File: src/pkg/i2c_mem_port_consts.svh
// Constants of the two-wire memory port: slave addresses, row layout, timing.
// Assumes a single includer context; guarded against double inclusion.
`ifndef I2C_MEM_PORT_CONSTS_SVH
`define I2C_MEM_PORT_CONSTS_SVH

// ============================================================
// Slave addresses (7-bit form, direction bit removed)
`define AUX_SLAVE_ADDR      7'h50
`define MAIN_SLAVE_DEFAULT  7'h51

// ============================================================
// Memory layout
`define ROW_BYTES           8
`define ROW_OFS_W           3
`define MEM_ADDR_W          8
`define MEM_TOP_ADDR        8'hFF
`define MEM_BOTTOM_ADDR     8'h00

// ============================================================
// Timing
`define CLK_FREQ_MHZ        125
`define NV_PROGRAM_TIME_US  10000
`define NV_CYCLES_W         24

// ============================================================
// Buffering
`define WR_FIFO_DEPTH       16

`endif

File: src/pkg/i2c_mem_port_pkg.sv
// Types shared by the two-wire memory port and its write buffer.
// Assumes the constants header is on the include path.
`default_nettype none
`include "i2c_mem_port_consts.svh"

package i2c_mem_port_pkg;

    // ============================================================
    // Write word handed to the memory side
    typedef struct packed {
        logic       region;   // 1 = main memory, 0 = auxiliary memory
        logic [7:0] addr;
        logic [7:0] data;
    } wr_word_t;

    // ============================================================
    // Bus engine states
    typedef enum logic [2:0] {
        ST_IDLE   = 3'b000,
        ST_RX     = 3'b001,
        ST_RX_ACK = 3'b010,
        ST_TX     = 3'b011,
        ST_TX_ACK = 3'b100
    } bus_state_t;

    // What the byte being received means
    typedef enum logic [1:0] {
        KIND_SLAVE = 2'b00,
        KIND_MADDR = 2'b01,
        KIND_DATA  = 2'b10
    } byte_kind_t;

endpackage

`default_nettype wire

File: src/rtl/wr_fifo.sv
// Flip-flop FIFO with valid/ready on both sides.
// Assumes one clock; in_ready low means the source must hold its word.
`default_nettype none

module wr_fifo #(
    parameter int WIDTH = 17,
    parameter int DEPTH = 16
) (
    input  wire logic             clk,
    input  wire logic             nrst,
    input  wire logic             ce,
    input  wire logic             in_valid,
    output logic                  in_ready,
    input  wire logic [WIDTH-1:0] in_data,
    output logic                  out_valid,
    input  wire logic             out_ready,
    output logic      [WIDTH-1:0] out_data
);
    localparam int AW = (DEPTH > 1) ? $clog2(DEPTH) : 1;

    logic [WIDTH-1:0] store [DEPTH];
    logic [AW-1:0]    wr_ptr;
    logic [AW-1:0]    rd_ptr;
    logic [AW:0]      count;
    logic             push;
    logic             pop;

    // ============================================================
    // Flags come from the count so full and empty are exact
    assign in_ready  = (count != (AW+1)'(DEPTH));
    assign out_valid = (count != '0);
    assign out_data  = store[rd_ptr];
    assign push      = ce && in_valid && in_ready;
    assign pop       = ce && out_valid && out_ready;

    // Storage, written at the write index
    always_ff @(posedge clk) begin
        if (push) begin
            store[wr_ptr] <= in_data;
        end
    end

    // Pointers wrap at DEPTH, which need not be a power of two
    always_ff @(posedge clk or negedge nrst) begin
        if (!nrst) begin
            wr_ptr <= '0;
            rd_ptr <= '0;
            count  <= '0;
        end else begin
            if (push) begin
                wr_ptr <= (wr_ptr == AW'(DEPTH - 1)) ? '0 : wr_ptr + 1'b1;
            end
            if (pop) begin
                rd_ptr <= (rd_ptr == AW'(DEPTH - 1)) ? '0 : rd_ptr + 1'b1;
            end
            if (push && !pop) begin
                count <= count + 1'b1;
            end else if (pop && !push) begin
                count <= count - 1'b1;
            end
        end
    end

endmodule

`default_nettype wire

File: src/rtl/i2c_mem_port.sv
// Two-wire slave port giving a bus master byte access to a memory map.
// Assumes SCL and SDA come from pins; all else runs on CLK.
// RD_DATA must follow RD_ADDR within two cycles.
//
// Notes on behaviour
// [RULE1] Data falling under high clock means start
// [RULE2] Data rising under high clock means stop
// [RULE3] Repeated start restarts, expecting a slave address
// [RULE4] Data sampled on clock rise, changes when low
// [RULE5] Send bits after previous clock falling edge
// [RULE6] Ninth bit is acknowledge, low means accepted
// [RULE7] Bytes travel most significant bit first
// [RULE8] Master not-acknowledge ends read, line released
// [RULE9] First byte: seven address bits, direction
// [RULE10] Answer fixed auxiliary and programmable main address
// [RULE11] Unmatched address: silent until next start
// [RULE12] Main equal to auxiliary: answer as main
// [RULE13] Second write byte loads the address counter
// [RULE14] Write accepts bytes within one eight-byte row
// [RULE15] Write past row end wraps within row
// [RULE16] After page write stop, busy and unacknowledging
// [RULE17] Master polls address or waits programming time
// [RULE18] Programming rewrites page, keeping unwritten bytes
// [RULE19] Shadow enable writes skip nonvolatile programming
// [RULE20] Reads start at current address counter
// [RULE21] Dummy write then repeated start selects address
// [RULE22] Reads cross rows, roll from top to zero
// [RULE23] Counter advances after each byte moved
`default_nettype none
`include "i2c_mem_port_consts.svh"

module i2c_mem_port #(
    parameter int NV_PROGRAM_CYCLES = `NV_PROGRAM_TIME_US * `CLK_FREQ_MHZ,
    parameter int FIFO_DEPTH        = `WR_FIFO_DEPTH
) (
    input  wire logic                  CLK,
    input  wire logic                  NRST,
    input  wire logic                  CE,
    input  wire logic                  SCL,
    input  wire logic                  SDA_IN,
    output logic                       SDA_OUT,
    output logic                       SDA_OE,
    input  wire logic [7:0]            MAIN_ADDR_PROG,
    input  wire logic                  MAIN_ADDR_PROG_EN,
    input  wire logic                  SHADOW_EN,
    output logic [7:0]                 RD_ADDR,
    output logic                       RD_REGION,
    input  wire logic [7:0]            RD_DATA,
    output logic                       WR_VALID,
    output i2c_mem_port_pkg::wr_word_t WR_WORD,
    input  wire logic                  WR_READY,
    output logic                       COMMIT,
    output logic                       COMMIT_REGION,
    output logic [4:0]                 COMMIT_ROW,
    output logic [7:0]                 COMMIT_MASK,
    output logic                       BUSY
);
    import i2c_mem_port_pkg::*;

    localparam logic [`NV_CYCLES_W-1:0] NV_LOAD = `NV_CYCLES_W'(NV_PROGRAM_CYCLES);

    // ============================================================
    // Address decode shared by the match and the region pick
    function automatic logic [6:0] main_addr(input logic       en,
                                             input logic [7:0] prog);
        main_addr = en ? prog[7:1] : `MAIN_SLAVE_DEFAULT;
    endfunction

    // Write counter step: stays inside the row
    function automatic logic [7:0] row_wrap_inc(input logic [7:0] a);
        row_wrap_inc = {a[7:`ROW_OFS_W], a[`ROW_OFS_W-1:0] + 3'd1};
    endfunction

    // ============================================================
    // Pin synchronisers and edge detection
    logic       scl_meta;
    logic       scl_sync;
    logic       scl_prev;
    logic       sda_meta;
    logic       sda_sync;
    logic       sda_prev;
    logic       scl_rise;
    logic       scl_fall;
    logic       start_seen;
    logic       stop_seen;

    // Two synchroniser flops and one history flop per pin; logic reads the second and third
    always_ff @(posedge CLK or negedge NRST) begin
        if (!NRST) begin
            scl_meta <= 1'b1;
            scl_sync <= 1'b1;
            scl_prev <= 1'b1;
            sda_meta <= 1'b1;
            sda_sync <= 1'b1;
            sda_prev <= 1'b1;
        end else if (CE) begin
            scl_meta <= SCL;
            scl_sync <= scl_meta;
            scl_prev <= scl_sync;
            sda_meta <= SDA_IN;
            sda_sync <= sda_meta;
            sda_prev <= sda_sync;
        end
    end

    assign scl_rise   = scl_sync && !scl_prev;
    assign scl_fall   = !scl_sync && scl_prev;
    assign start_seen = scl_sync && scl_prev && sda_prev && !sda_sync; // [RULE1] [RULE3]
    assign stop_seen  = scl_sync && scl_prev && !sda_prev && sda_sync; // [RULE2]

    // ============================================================
    // Bus engine state
    bus_state_t  state;
    byte_kind_t  kind;
    logic [3:0]  bit_cnt;
    logic [7:0]  rx_shift;
    logic [7:0]  tx_shift;
    logic        is_read;
    logic        master_ack;
    logic        wrote_any;
    logic [7:0]  page_mask;
    logic        commit_pend;
    logic [`NV_CYCLES_W-1:0] nv_timer;

    // Write buffer hookup
    wr_word_t    push_word;
    logic        push_valid;
    logic        push_ready;
    logic        fifo_out_valid;
    wr_word_t    fifo_out_word;

    // Address decision for the byte just received
    logic [6:0]  main_now;
    logic        hit_main;
    logic        hit_aux;
    logic        byte_done;

    assign main_now  = main_addr(MAIN_ADDR_PROG_EN, MAIN_ADDR_PROG); // [RULE10]
    assign hit_main  = (rx_shift[7:1] == main_now); // [RULE9]
    assign hit_aux   = (rx_shift[7:1] == `AUX_SLAVE_ADDR) && !hit_main; // [RULE12]
    assign byte_done = (state == ST_RX) && scl_fall && (bit_cnt == 4'd8);

    // Data byte offered to the buffer on the fall that closes it
    assign push_valid = byte_done && (kind == KIND_DATA);
    assign push_word  = '{region: RD_REGION, addr: RD_ADDR, data: rx_shift};

    // ============================================================
    // Bit counter and receive shifter step on rising clock; the counter clears on the fall after acknowledge
    always_ff @(posedge CLK or negedge NRST) begin
        if (!NRST) begin
            bit_cnt    <= 4'h0;
            rx_shift   <= 8'h00;
            master_ack <= 1'b0;
        end else if (CE) begin
            if (start_seen) begin
                bit_cnt <= 4'h0;
            end else if (scl_rise && (state == ST_RX || state == ST_TX)) begin
                bit_cnt <= bit_cnt + 4'h1;
                if (state == ST_RX) begin
                    rx_shift <= {rx_shift[6:0], sda_sync}; // [RULE4] [RULE7]
                end
            end else if (scl_rise && state == ST_TX_ACK) begin
                master_ack <= !sda_sync; // [RULE6] [RULE8]
            end else if (scl_fall && (state == ST_RX_ACK || state == ST_TX_ACK)) begin
                bit_cnt <= 4'h0;
            end
        end
    end

    // ============================================================
    // Framing: state, byte meaning, data line drive
    always_ff @(posedge CLK or negedge NRST) begin
        if (!NRST) begin
            state    <= ST_IDLE;
            kind     <= KIND_SLAVE;
            is_read  <= 1'b0;
            tx_shift <= 8'h00;
            SDA_OE   <= 1'b0;
        end else if (CE) begin
            if (start_seen) begin
                // Any start, repeated or not, waits for a slave address
                state  <= ST_RX; // [RULE3]
                kind   <= KIND_SLAVE;
                SDA_OE <= 1'b0;
            end else if (stop_seen) begin
                state  <= ST_IDLE; // [RULE2]
                SDA_OE <= 1'b0;
            end else if (scl_fall) begin
                case (state)
                    ST_RX: begin
                        if (bit_cnt == 4'd8) begin
                            case (kind)
                                KIND_SLAVE: begin
                                    // Busy or foreign address: fall silent
                                    if ((hit_main || hit_aux) && !BUSY) begin // [RULE16] [RULE17]
                                        SDA_OE  <= 1'b1; // [RULE6]
                                        state   <= ST_RX_ACK;
                                        is_read <= rx_shift[0]; // [RULE9]
                                    end else begin
                                        state   <= ST_IDLE; // [RULE11]
                                    end
                                end
                                KIND_MADDR: begin
                                    SDA_OE <= 1'b1;
                                    state  <= ST_RX_ACK;
                                end
                                KIND_DATA: begin
                                    // Full buffer refuses the byte with a not-acknowledge
                                    if (push_ready) begin
                                        SDA_OE <= 1'b1;
                                        state  <= ST_RX_ACK;
                                    end else begin
                                        state  <= ST_IDLE;
                                    end
                                end
                                default: begin
                                    state <= ST_IDLE;
                                end
                            endcase
                        end
                    end
                    ST_RX_ACK: begin
                        if (kind == KIND_SLAVE && is_read) begin
                            // First read byte comes from the counter as it stands
                            tx_shift <= RD_DATA; // [RULE20]
                            SDA_OE   <= !RD_DATA[7]; // [RULE5] [RULE7]
                            state    <= ST_TX;
                        end else begin
                            SDA_OE <= 1'b0;
                            state  <= ST_RX;
                            if (kind == KIND_SLAVE) begin
                                kind <= KIND_MADDR; // [RULE13]
                            end else begin
                                kind <= KIND_DATA;
                            end
                        end
                    end
                    ST_TX: begin
                        if (bit_cnt == 4'd8) begin
                            SDA_OE <= 1'b0; // Master owns the ninth bit
                            state  <= ST_TX_ACK;
                        end else begin
                            tx_shift <= {tx_shift[6:0], 1'b0};
                            SDA_OE   <= !tx_shift[6]; // [RULE5] [RULE7]
                        end
                    end
                    ST_TX_ACK: begin
                        if (master_ack) begin
                            tx_shift <= RD_DATA;
                            SDA_OE   <= !RD_DATA[7]; // [RULE5]
                            state    <= ST_TX;
                        end else begin
                            SDA_OE <= 1'b0; // [RULE8]
                            state  <= ST_IDLE;
                        end
                    end
                    default: begin
                        SDA_OE <= 1'b0;
                    end
                endcase
            end
        end
    end

    // ============================================================
    // Address counter and selected memory region
    always_ff @(posedge CLK or negedge NRST) begin
        if (!NRST) begin
            RD_ADDR   <= `MEM_BOTTOM_ADDR;
            RD_REGION <= 1'b1;
        end else if (CE) begin
            if (byte_done && kind == KIND_SLAVE && (hit_main || hit_aux) && !BUSY) begin
                RD_REGION <= hit_main; // [RULE12]
            end else if (byte_done && kind == KIND_MADDR) begin
                RD_ADDR <= rx_shift; // [RULE13] [RULE21]
            end else if (byte_done && kind == KIND_DATA && push_ready) begin
                RD_ADDR <= row_wrap_inc(RD_ADDR); // [RULE14] [RULE15] [RULE23]
            end else if (scl_fall && state == ST_TX && bit_cnt == 4'd8) begin
                // Plain 8-bit increment: FFh rolls to 00h, rows are crossed
                RD_ADDR <= RD_ADDR + 8'h01; // [RULE22] [RULE23]
            end
        end
    end

    // ============================================================
    // Page bookkeeping: bytes of the row written
    always_ff @(posedge CLK or negedge NRST) begin
        if (!NRST) begin
            wrote_any     <= 1'b0;
            page_mask     <= 8'h00;
            commit_pend   <= 1'b0;
            COMMIT_ROW    <= 5'h00;
            COMMIT_REGION <= 1'b0;
        end else if (CE) begin
            if (byte_done && kind == KIND_DATA && push_ready) begin
                wrote_any                          <= 1'b1;
                page_mask[RD_ADDR[`ROW_OFS_W-1:0]] <= 1'b1; // [RULE18]
                COMMIT_ROW                         <= RD_ADDR[7:`ROW_OFS_W];
                COMMIT_REGION                      <= RD_REGION;
            end else if (stop_seen && wrote_any) begin
                wrote_any   <= 1'b0;
                // Shadowed writes stay volatile and never program
                commit_pend <= !SHADOW_EN; // [RULE19]
                if (SHADOW_EN) begin
                    page_mask <= 8'h00;
                end
            end else if (commit_pend && !fifo_out_valid) begin
                // Wait for the buffer to drain so data lands before the commit
                commit_pend <= 1'b0;
                page_mask   <= 8'h00;
            end
        end
    end

    // Commit pulse and mask; unmarked bytes keep old contents
    always_ff @(posedge CLK or negedge NRST) begin
        if (!NRST) begin
            COMMIT      <= 1'b0;
            COMMIT_MASK <= 8'h00;
        end else if (CE) begin
            COMMIT <= commit_pend && !fifo_out_valid; // [RULE18]
            if (commit_pend && !fifo_out_valid) begin
                COMMIT_MASK <= page_mask;
            end
        end
    end

    // ============================================================
    // Programming interval: address bytes are refused while it runs
    always_ff @(posedge CLK or negedge NRST) begin
        if (!NRST) begin
            nv_timer <= '0;
            BUSY     <= 1'b0;
        end else if (CE) begin
            if (stop_seen && wrote_any && !SHADOW_EN) begin
                nv_timer <= NV_LOAD; // [RULE16]
                BUSY     <= 1'b1;
            end else if (nv_timer != '0) begin
                nv_timer <= nv_timer - 1'b1;
                BUSY     <= (nv_timer != `NV_CYCLES_W'(1));
            end
        end
    end

    // The line is open drain: only a low is ever driven
    always_ff @(posedge CLK or negedge NRST) begin
        if (!NRST) begin
            SDA_OUT <= 1'b0;
        end else if (CE) begin
            SDA_OUT <= 1'b0;
        end
    end

    // ============================================================
    // Write buffer toward the memory side
    wr_fifo #(
        .WIDTH ($bits(wr_word_t)),
        .DEPTH (FIFO_DEPTH)
    ) u_wr_fifo (
        .clk       (CLK),
        .nrst      (NRST),
        .ce        (CE),
        .in_valid  (push_valid),
        .in_ready  (push_ready),
        .in_data   (push_word),
        .out_valid (fifo_out_valid),
        .out_ready (WR_READY),
        .out_data  (fifo_out_word)
    );

    assign WR_VALID = fifo_out_valid;
    assign WR_WORD  = fifo_out_word;

endmodule

`default_nettype wire

File: config.mk
export PLATFORM = sky130hd
export DESIGN_NAME = i2c_mem_port
export DESIGN_NICKNAME = d
export VERILOG_FILES = /design/src/pkg/i2c_mem_port_pkg.sv /design/src/rtl/wr_fifo.sv /design/src/rtl/i2c_mem_port.sv
export VERILOG_INCLUDE_DIRS = /design/src /design/src/pkg
export SDC_FILE = /design/constraint.sdc
export NUM_CORES = 1
export LEC_CHECK = 0
export BUFFER_PORTS_ARGS = -buffer_cell sky130_fd_sc_hd__clkbuf_2
export CAP_MARGIN = 20
export CORE_MARGIN = 2
export CORE_UTILIZATION = 45
export DETAILED_ROUTE_END_ITERATION = 6
export HOLD_SLACK_MARGIN = 0.05
export PLACE_DENSITY = 0.68
export SYNTH_ARGS = -nofsm -noshare
export SYNTH_HDL_FRONTEND = slang
export SYNTH_SLANG_ARGS = --single-unit
File: constraint.sdc
create_clock -name CLK -period 4.39 [get_ports CLK]
set_clock_uncertainty 0.1 [all_clocks]
set_input_delay 1.0975 -clock CLK [delete_from_list [all_inputs] [get_ports CLK]]
set_output_delay 1.0975 -clock CLK [all_outputs]
set_load 0.05 [all_outputs]
## After elaboration in Yosys (flattened, before gate mapping)

Memories as Yosys holds them, arrays and structs flattened.
Cells that the tools add are included.

- Memory bits (read-only): 0
- Flip-flop bits (word level): 105
- Bits in writable memories: 272
- Memories: 1
- Word-level logic and storage cells: 213
- Latch bits: 0

Memories:

| name | words | width | rd ports | clocked after memory_dff | wr ports | line | text |
|---|---|---|---|---|---|---|---|
| u_wr_fifo.store | 16 | 17 | 1 | 0 | 1 | wr_fifo.sv:21 | `logic [WIDTH-1:0] store [DEPTH];` |

- Divide/modulo/power cells: 0
- Add/sub/neg operators: 8
- Bitwise operators: 6
- Mux-type cells: 60
- Reduce and logical (&&, ||, !) cells: 81
- Multipliers: 0
- Eq/ne operators: 26
- $lt $le $gt $ge: 2
- Shift operators: 0

Operator list:

| kind | number |
|---|---|
| 8-bit 2-to-1 mux | 7 |
| 24-bit 2-to-1 mux | 2 |
| 1-bit logical AND | 33 |
| 7-bit 2-to-1 mux | 4 |
| 4-bit 2-to-1 mux | 6 |
| 24-bit by 1-bit inequality test with 1-bit output (second input constant) | 1 |
| 24-bit nonzero test | 1 |
| 24-bit by 1-bit subtractor with 24-bit output (second input constant) | 1 |
| 7-bit case mux with 3 select lines | 1 |
| 2-bit 2-to-1 mux | 10 |
| 1-bit 2-to-1 mux | 18 |
| 8-bit AND reduction | 2 |
| 3-bit 2-to-1 mux | 5 |
| 5-bit inequality test (second input constant) | 3 |
| 3-bit nonzero test | 5 |
| 2-bit nonzero test | 7 |
| 4-bit by 1-bit adder with 4-bit output (second input constant) | 3 |
| 4-bit equality test (second input constant) | 3 |
| 1-bit zero test | 12 |
| 3-bit case mux with 4 select lines | 1 |
| 3-bit AND reduction | 4 |
| 4-bit AND reduction | 3 |
| 5-bit 2-to-1 mux | 2 |
| 2-bit inequality test (second input constant) | 5 |
| other kinds (30) | 44 |

## Logic depth before layout (Yosys ltp)

- Depth in word-level cells: 13
- Gate-level depth with buffers: 14

## Cells and area by module

Synthesis repeated with hierarchy kept, for this count alone.

- Cells, all modules: 1063
- Area, all modules: 16215.6 um2

By module, submodules not included:

| module | cells an instance | area each (um2) | instances |
|---|---|---|---|
| wr_fifo | 582 | 11419.7 | 1 |
| i2c_mem_port | 481 | 4795.8 | 1 |

## Least setup slack after synthesis

OpenSTA, ideal clock, no wires.

- Path kind: in2reg
- Start point: input CE
- End point: register u_wr_fifo.count[4]
- Buffers on the path: 2
- Arrival time: 3.721 ns
- Setup slack: 0.444 ns
- Stages on the path: 14
- Cell sequence: clkbuf_1 clkinv_1 nor2_1 nand4_1 clkinv_1 clkbuf_1 ha_1 inv_1 fa_1 a21o_1 a21oi_1 xnor2_1 nor2_1 xor2_1

- Word-level cells in the longest chain between the ends: 5
- Elaborated cells on any way between the ends: 10
- Classes of those cells: mux (1); reduce/logical (9)

RTL lines:

| element | line | text |
|---|---|---|
| from (decl) | i2c_mem_port.sv:38 | `input wire logic CE,` |
| 1-bit logical AND (*) (2 in a row) | wr_fifo.sv:33 | `assign push = ce && in_valid && in_ready;` |
| via u_wr_fifo.push | wr_fifo.sv:25 | `logic push;` |
| 1-bit zero test | wr_fifo.sv:58 | `end else if (pop && !push) begin` |
| 1-bit logical AND | wr_fifo.sv:58 |  |
| 2-bit nonzero test (no line) | -- |  |
| to (signal assigned) | wr_fifo.sv:57 | `count <= count + 1'b1;` |
| to (signal assigned) | wr_fifo.sv:59 | `count <= count - 1'b1;` |
| to (decl) | wr_fifo.sv:24 | `logic [AW:0] count;` |

The timed path passes the listed nets; every way through them passes the cells marked *.
A chain may end at the register's enable or synchronous reset.

==> out/metrics.cfg <==
[outcome]
status=finished clean

[place]
dp.cells=1632
pre_cts_slack_ns=0.891
gp_congestion=0.854
hpwlAfterDp_um=22300
io_buffers=66

[power]
ir_drop_mv=0.288
seq_power_share=0.479
p_int_w=0.00669
power_frac_comb=0.189
switchingPower_w=0.00268
p_leak_nw=6.71
power_density_nw_per_um2=507
clock_power_share=0.332
switching_share=0.286

[synthesis]
synthesis.nets=1156
synth_top_family_by_area=multiplexers
ys_async_sr_fraction=0.279
synth-seq-cells=377
syn_avg_cell_area_um2=14.6
synth_mux_area_frac=0.119
synth_top_area_cell=edfxtp_1
synth-compound-area-share=0.0810
synth-simple-area-share=0.0896
yosys_warnings=0
synthAdderAreaFrac=0.0151
yosysSeqAreaShare=0.665
yosys-top-cells-area=edfxtp_1 (50%), dfrtp_1 (15%), mux4_2 (4.7%)
yosysMostFrequentCell=edfxtp_1
synthXorXnorAreaFrac=0.0124
synth_cell_types=76
synth_top_flop_cell=edfxtp_1
synth-edff-count=272
yosys-top-cells-count=edfxtp_1 (272), dfrtp_1 (98), nand2_1 (83)
synth_area_um2=16200
synth_top_area_share=0.503
netlist_instances=1113

[worst_setup_path]
path_class=register to output port
cp_max_fo=18
critPathSlowestCell=dfrtp_1
crit_path_end_kind=output port
crit_path_cell_trace=nor2b_2 > buf_4 > nand2_1 > nand2_1 > a21oi_1 > o21ai_0 > nand2_1 > clkbuf_2
worstRegToRegCells=12
arrival_ns=2.81
crit_required_ns=3.19
worst_r2r_startpoint=u_wr_fifo.count[0]
cpMostUsedCell=nand2_1
crit_start=u_wr_fifo.rd_ptr[2]
max_stage_delay_ns=0.87
worstSetupStartpointType=register

[cells_and_area]
fillers=2956
drive_above_1_share=0.224
area_delta_synth_final_pct=13.9
layout.nets=1256
finalNonFillerCells=1699
diodes=0

[min_path]
hp-start=COMMIT_ROW[3]
holdPathStages=2
min_path_type=register to register

[grt]
grt_use_total=0.194
antenna_found_initial=0
overflow=0
grt_pass1_vias=9908
grt_pass1_wl_um=56600
grt_max_degree=61

[routing]
wl_per_cell_um=21.5
post-route-drc-count=0
drt_iter0_markers=780
drt_pre_antenna_iters=4
finalWirelength_um=36500
viasPerCell=5.80
vias=9848
ant_nets=0

[clocking]
holdBufCountCts=0
worstSkewPairLatency_ns=0.51
cts_max_level=2
cts_root_buffer=clkbuf_16
cts_buffers=40
clk_path_buf_depth=3
clk_pin_slew_ns=0.06
post_cts.repair.setup_buffers=0
cts_sinks=377
cts_tree=yes
post_cts_resized=0

[floorplanning]
dieArea_um2=37600
die_w_um=194
rows=69
start_util=0.457
core_um2=35600
die_y_um=194
num_io_pins=69

[timing]
finalHoldViolCount=0
finalSetupViolations=0
worst_pin_slew_ns=0.886
slew_viol_final=0
worst_slack_ns=0.380
final.setup.tns_ns=0
relSlewSlack=0.404
period_minus_slack_ns=4.01
rsz0062_at_grt=no
period_share=0.913
max_freq_mhz=249

[flow_run]
maxCapViolCount=0

-- per-stage QoR --
step,power (W),utilization,area [µm²],hold WS (ns)
after floorplan,0.00586,-,16200,0.357
after global routing,0.00981,0.520,18500,0.405
after detailed placement,0.00634,0.486,17300,0.360
after CTS,0.00946,0.520,18500,0.377
final,0.00938,0.520,18500,0.372
after global placement,0.00629,0.486,17300,0.358
-- worst max-delay path, delay by kind of cell, from the launching register on --
kind                   cells  cell delay [ns]
AOI/OAI and AO/OA          2             0.25
buffers and inverters      2             0.55
DFF                        1             0.87
and+or+nand+nor            4             0.60
-- final timing paths --
path | end | slack, ns
min reg2reg | COMMIT_ROW[3] | 0.37
min | COMMIT_ROW[3] | 0.37
min in group asynchronous | nv_timer[19] | 0.54
max in group asynchronous | u_wr_fifo.rd_ptr[0] | 2.80
max | WR_WORD[4] | 0.38
max reg2reg | u_wr_fifo.count[4] | 0.90
-- registers in the layout, indices dropped and copies added, names as in the netlist, 3 cells and up --
signal            flops
u_wr_fifo.wr_ptr      4
u_wr_fifo.rd_ptr      4
COMMIT_ROW            5
bit_cnt               4
tx_shift              7
state                 3
rx_shift              8
u_wr_fifo.count       5
nv_timer             24
COMMIT_MASK           8
u_wr_fifo.store     272
RD_ADDR               8
page_mask             8
-- cells in the final DEF, fill, tap and decap left out, types with 22 or more instances in the layout --
master	netlist	layout
clkbuf_2	0	65
mux2_2	52	52
nor2_1	39	39
nand2_1	83	83
edfxtp_1	272	272
o21ai_0	70	70
dfrtp_1	98	97
nor3_1	22	22
clkbuf_16	0	40
buf_4	1	40
mux2i_1	58	58
a21oi_1	40	40
mux4_2	34	34
-- metal layers --
metal / part of all wire / track usage
met2: 0.49 / 0.325
met4: 0.023 / 0.0530
met5: 0 / 0
met1: 0.43 / 0.266
met3: 0.052 / 0.0282
-- layout make-up --
type / count / area, µm² / area share
repair buffers: 108 / 686 / 0.0370
multi-input cells: 666 / 5160 / 0.279
inverters: 20 / 75.1 / 0.00406
clock inverters: 22 / 188 / 0.0101
well taps: 461 / 577 / 0.0312
clock buffers: 45 / 1020 / 0.0551
flip-flops and latches: 377 / 10800 / 0.584
-- logic make-up after synthesis --
logic type,Yosys count
compound gates,208
xor+xnor,23
fa+ha+maj,19
buf+inv,70
flops,377
mux,144
other cells,1
simple gates,271
-- power by group through the flow --
stage	registers [W]	logic (W)	clock network, W
finish	0.00449	0.00177	0.00311
global placement	0.00454	0.00174	0
global route	0.00455	0.00195	0.00331
detailed placement	0.00456	0.00178	0
floorplan	0.00439	0.00146	0
CTS	0.00449	0.00179	0.00318
No activity file was read; power rests on OpenSTA's default activity.
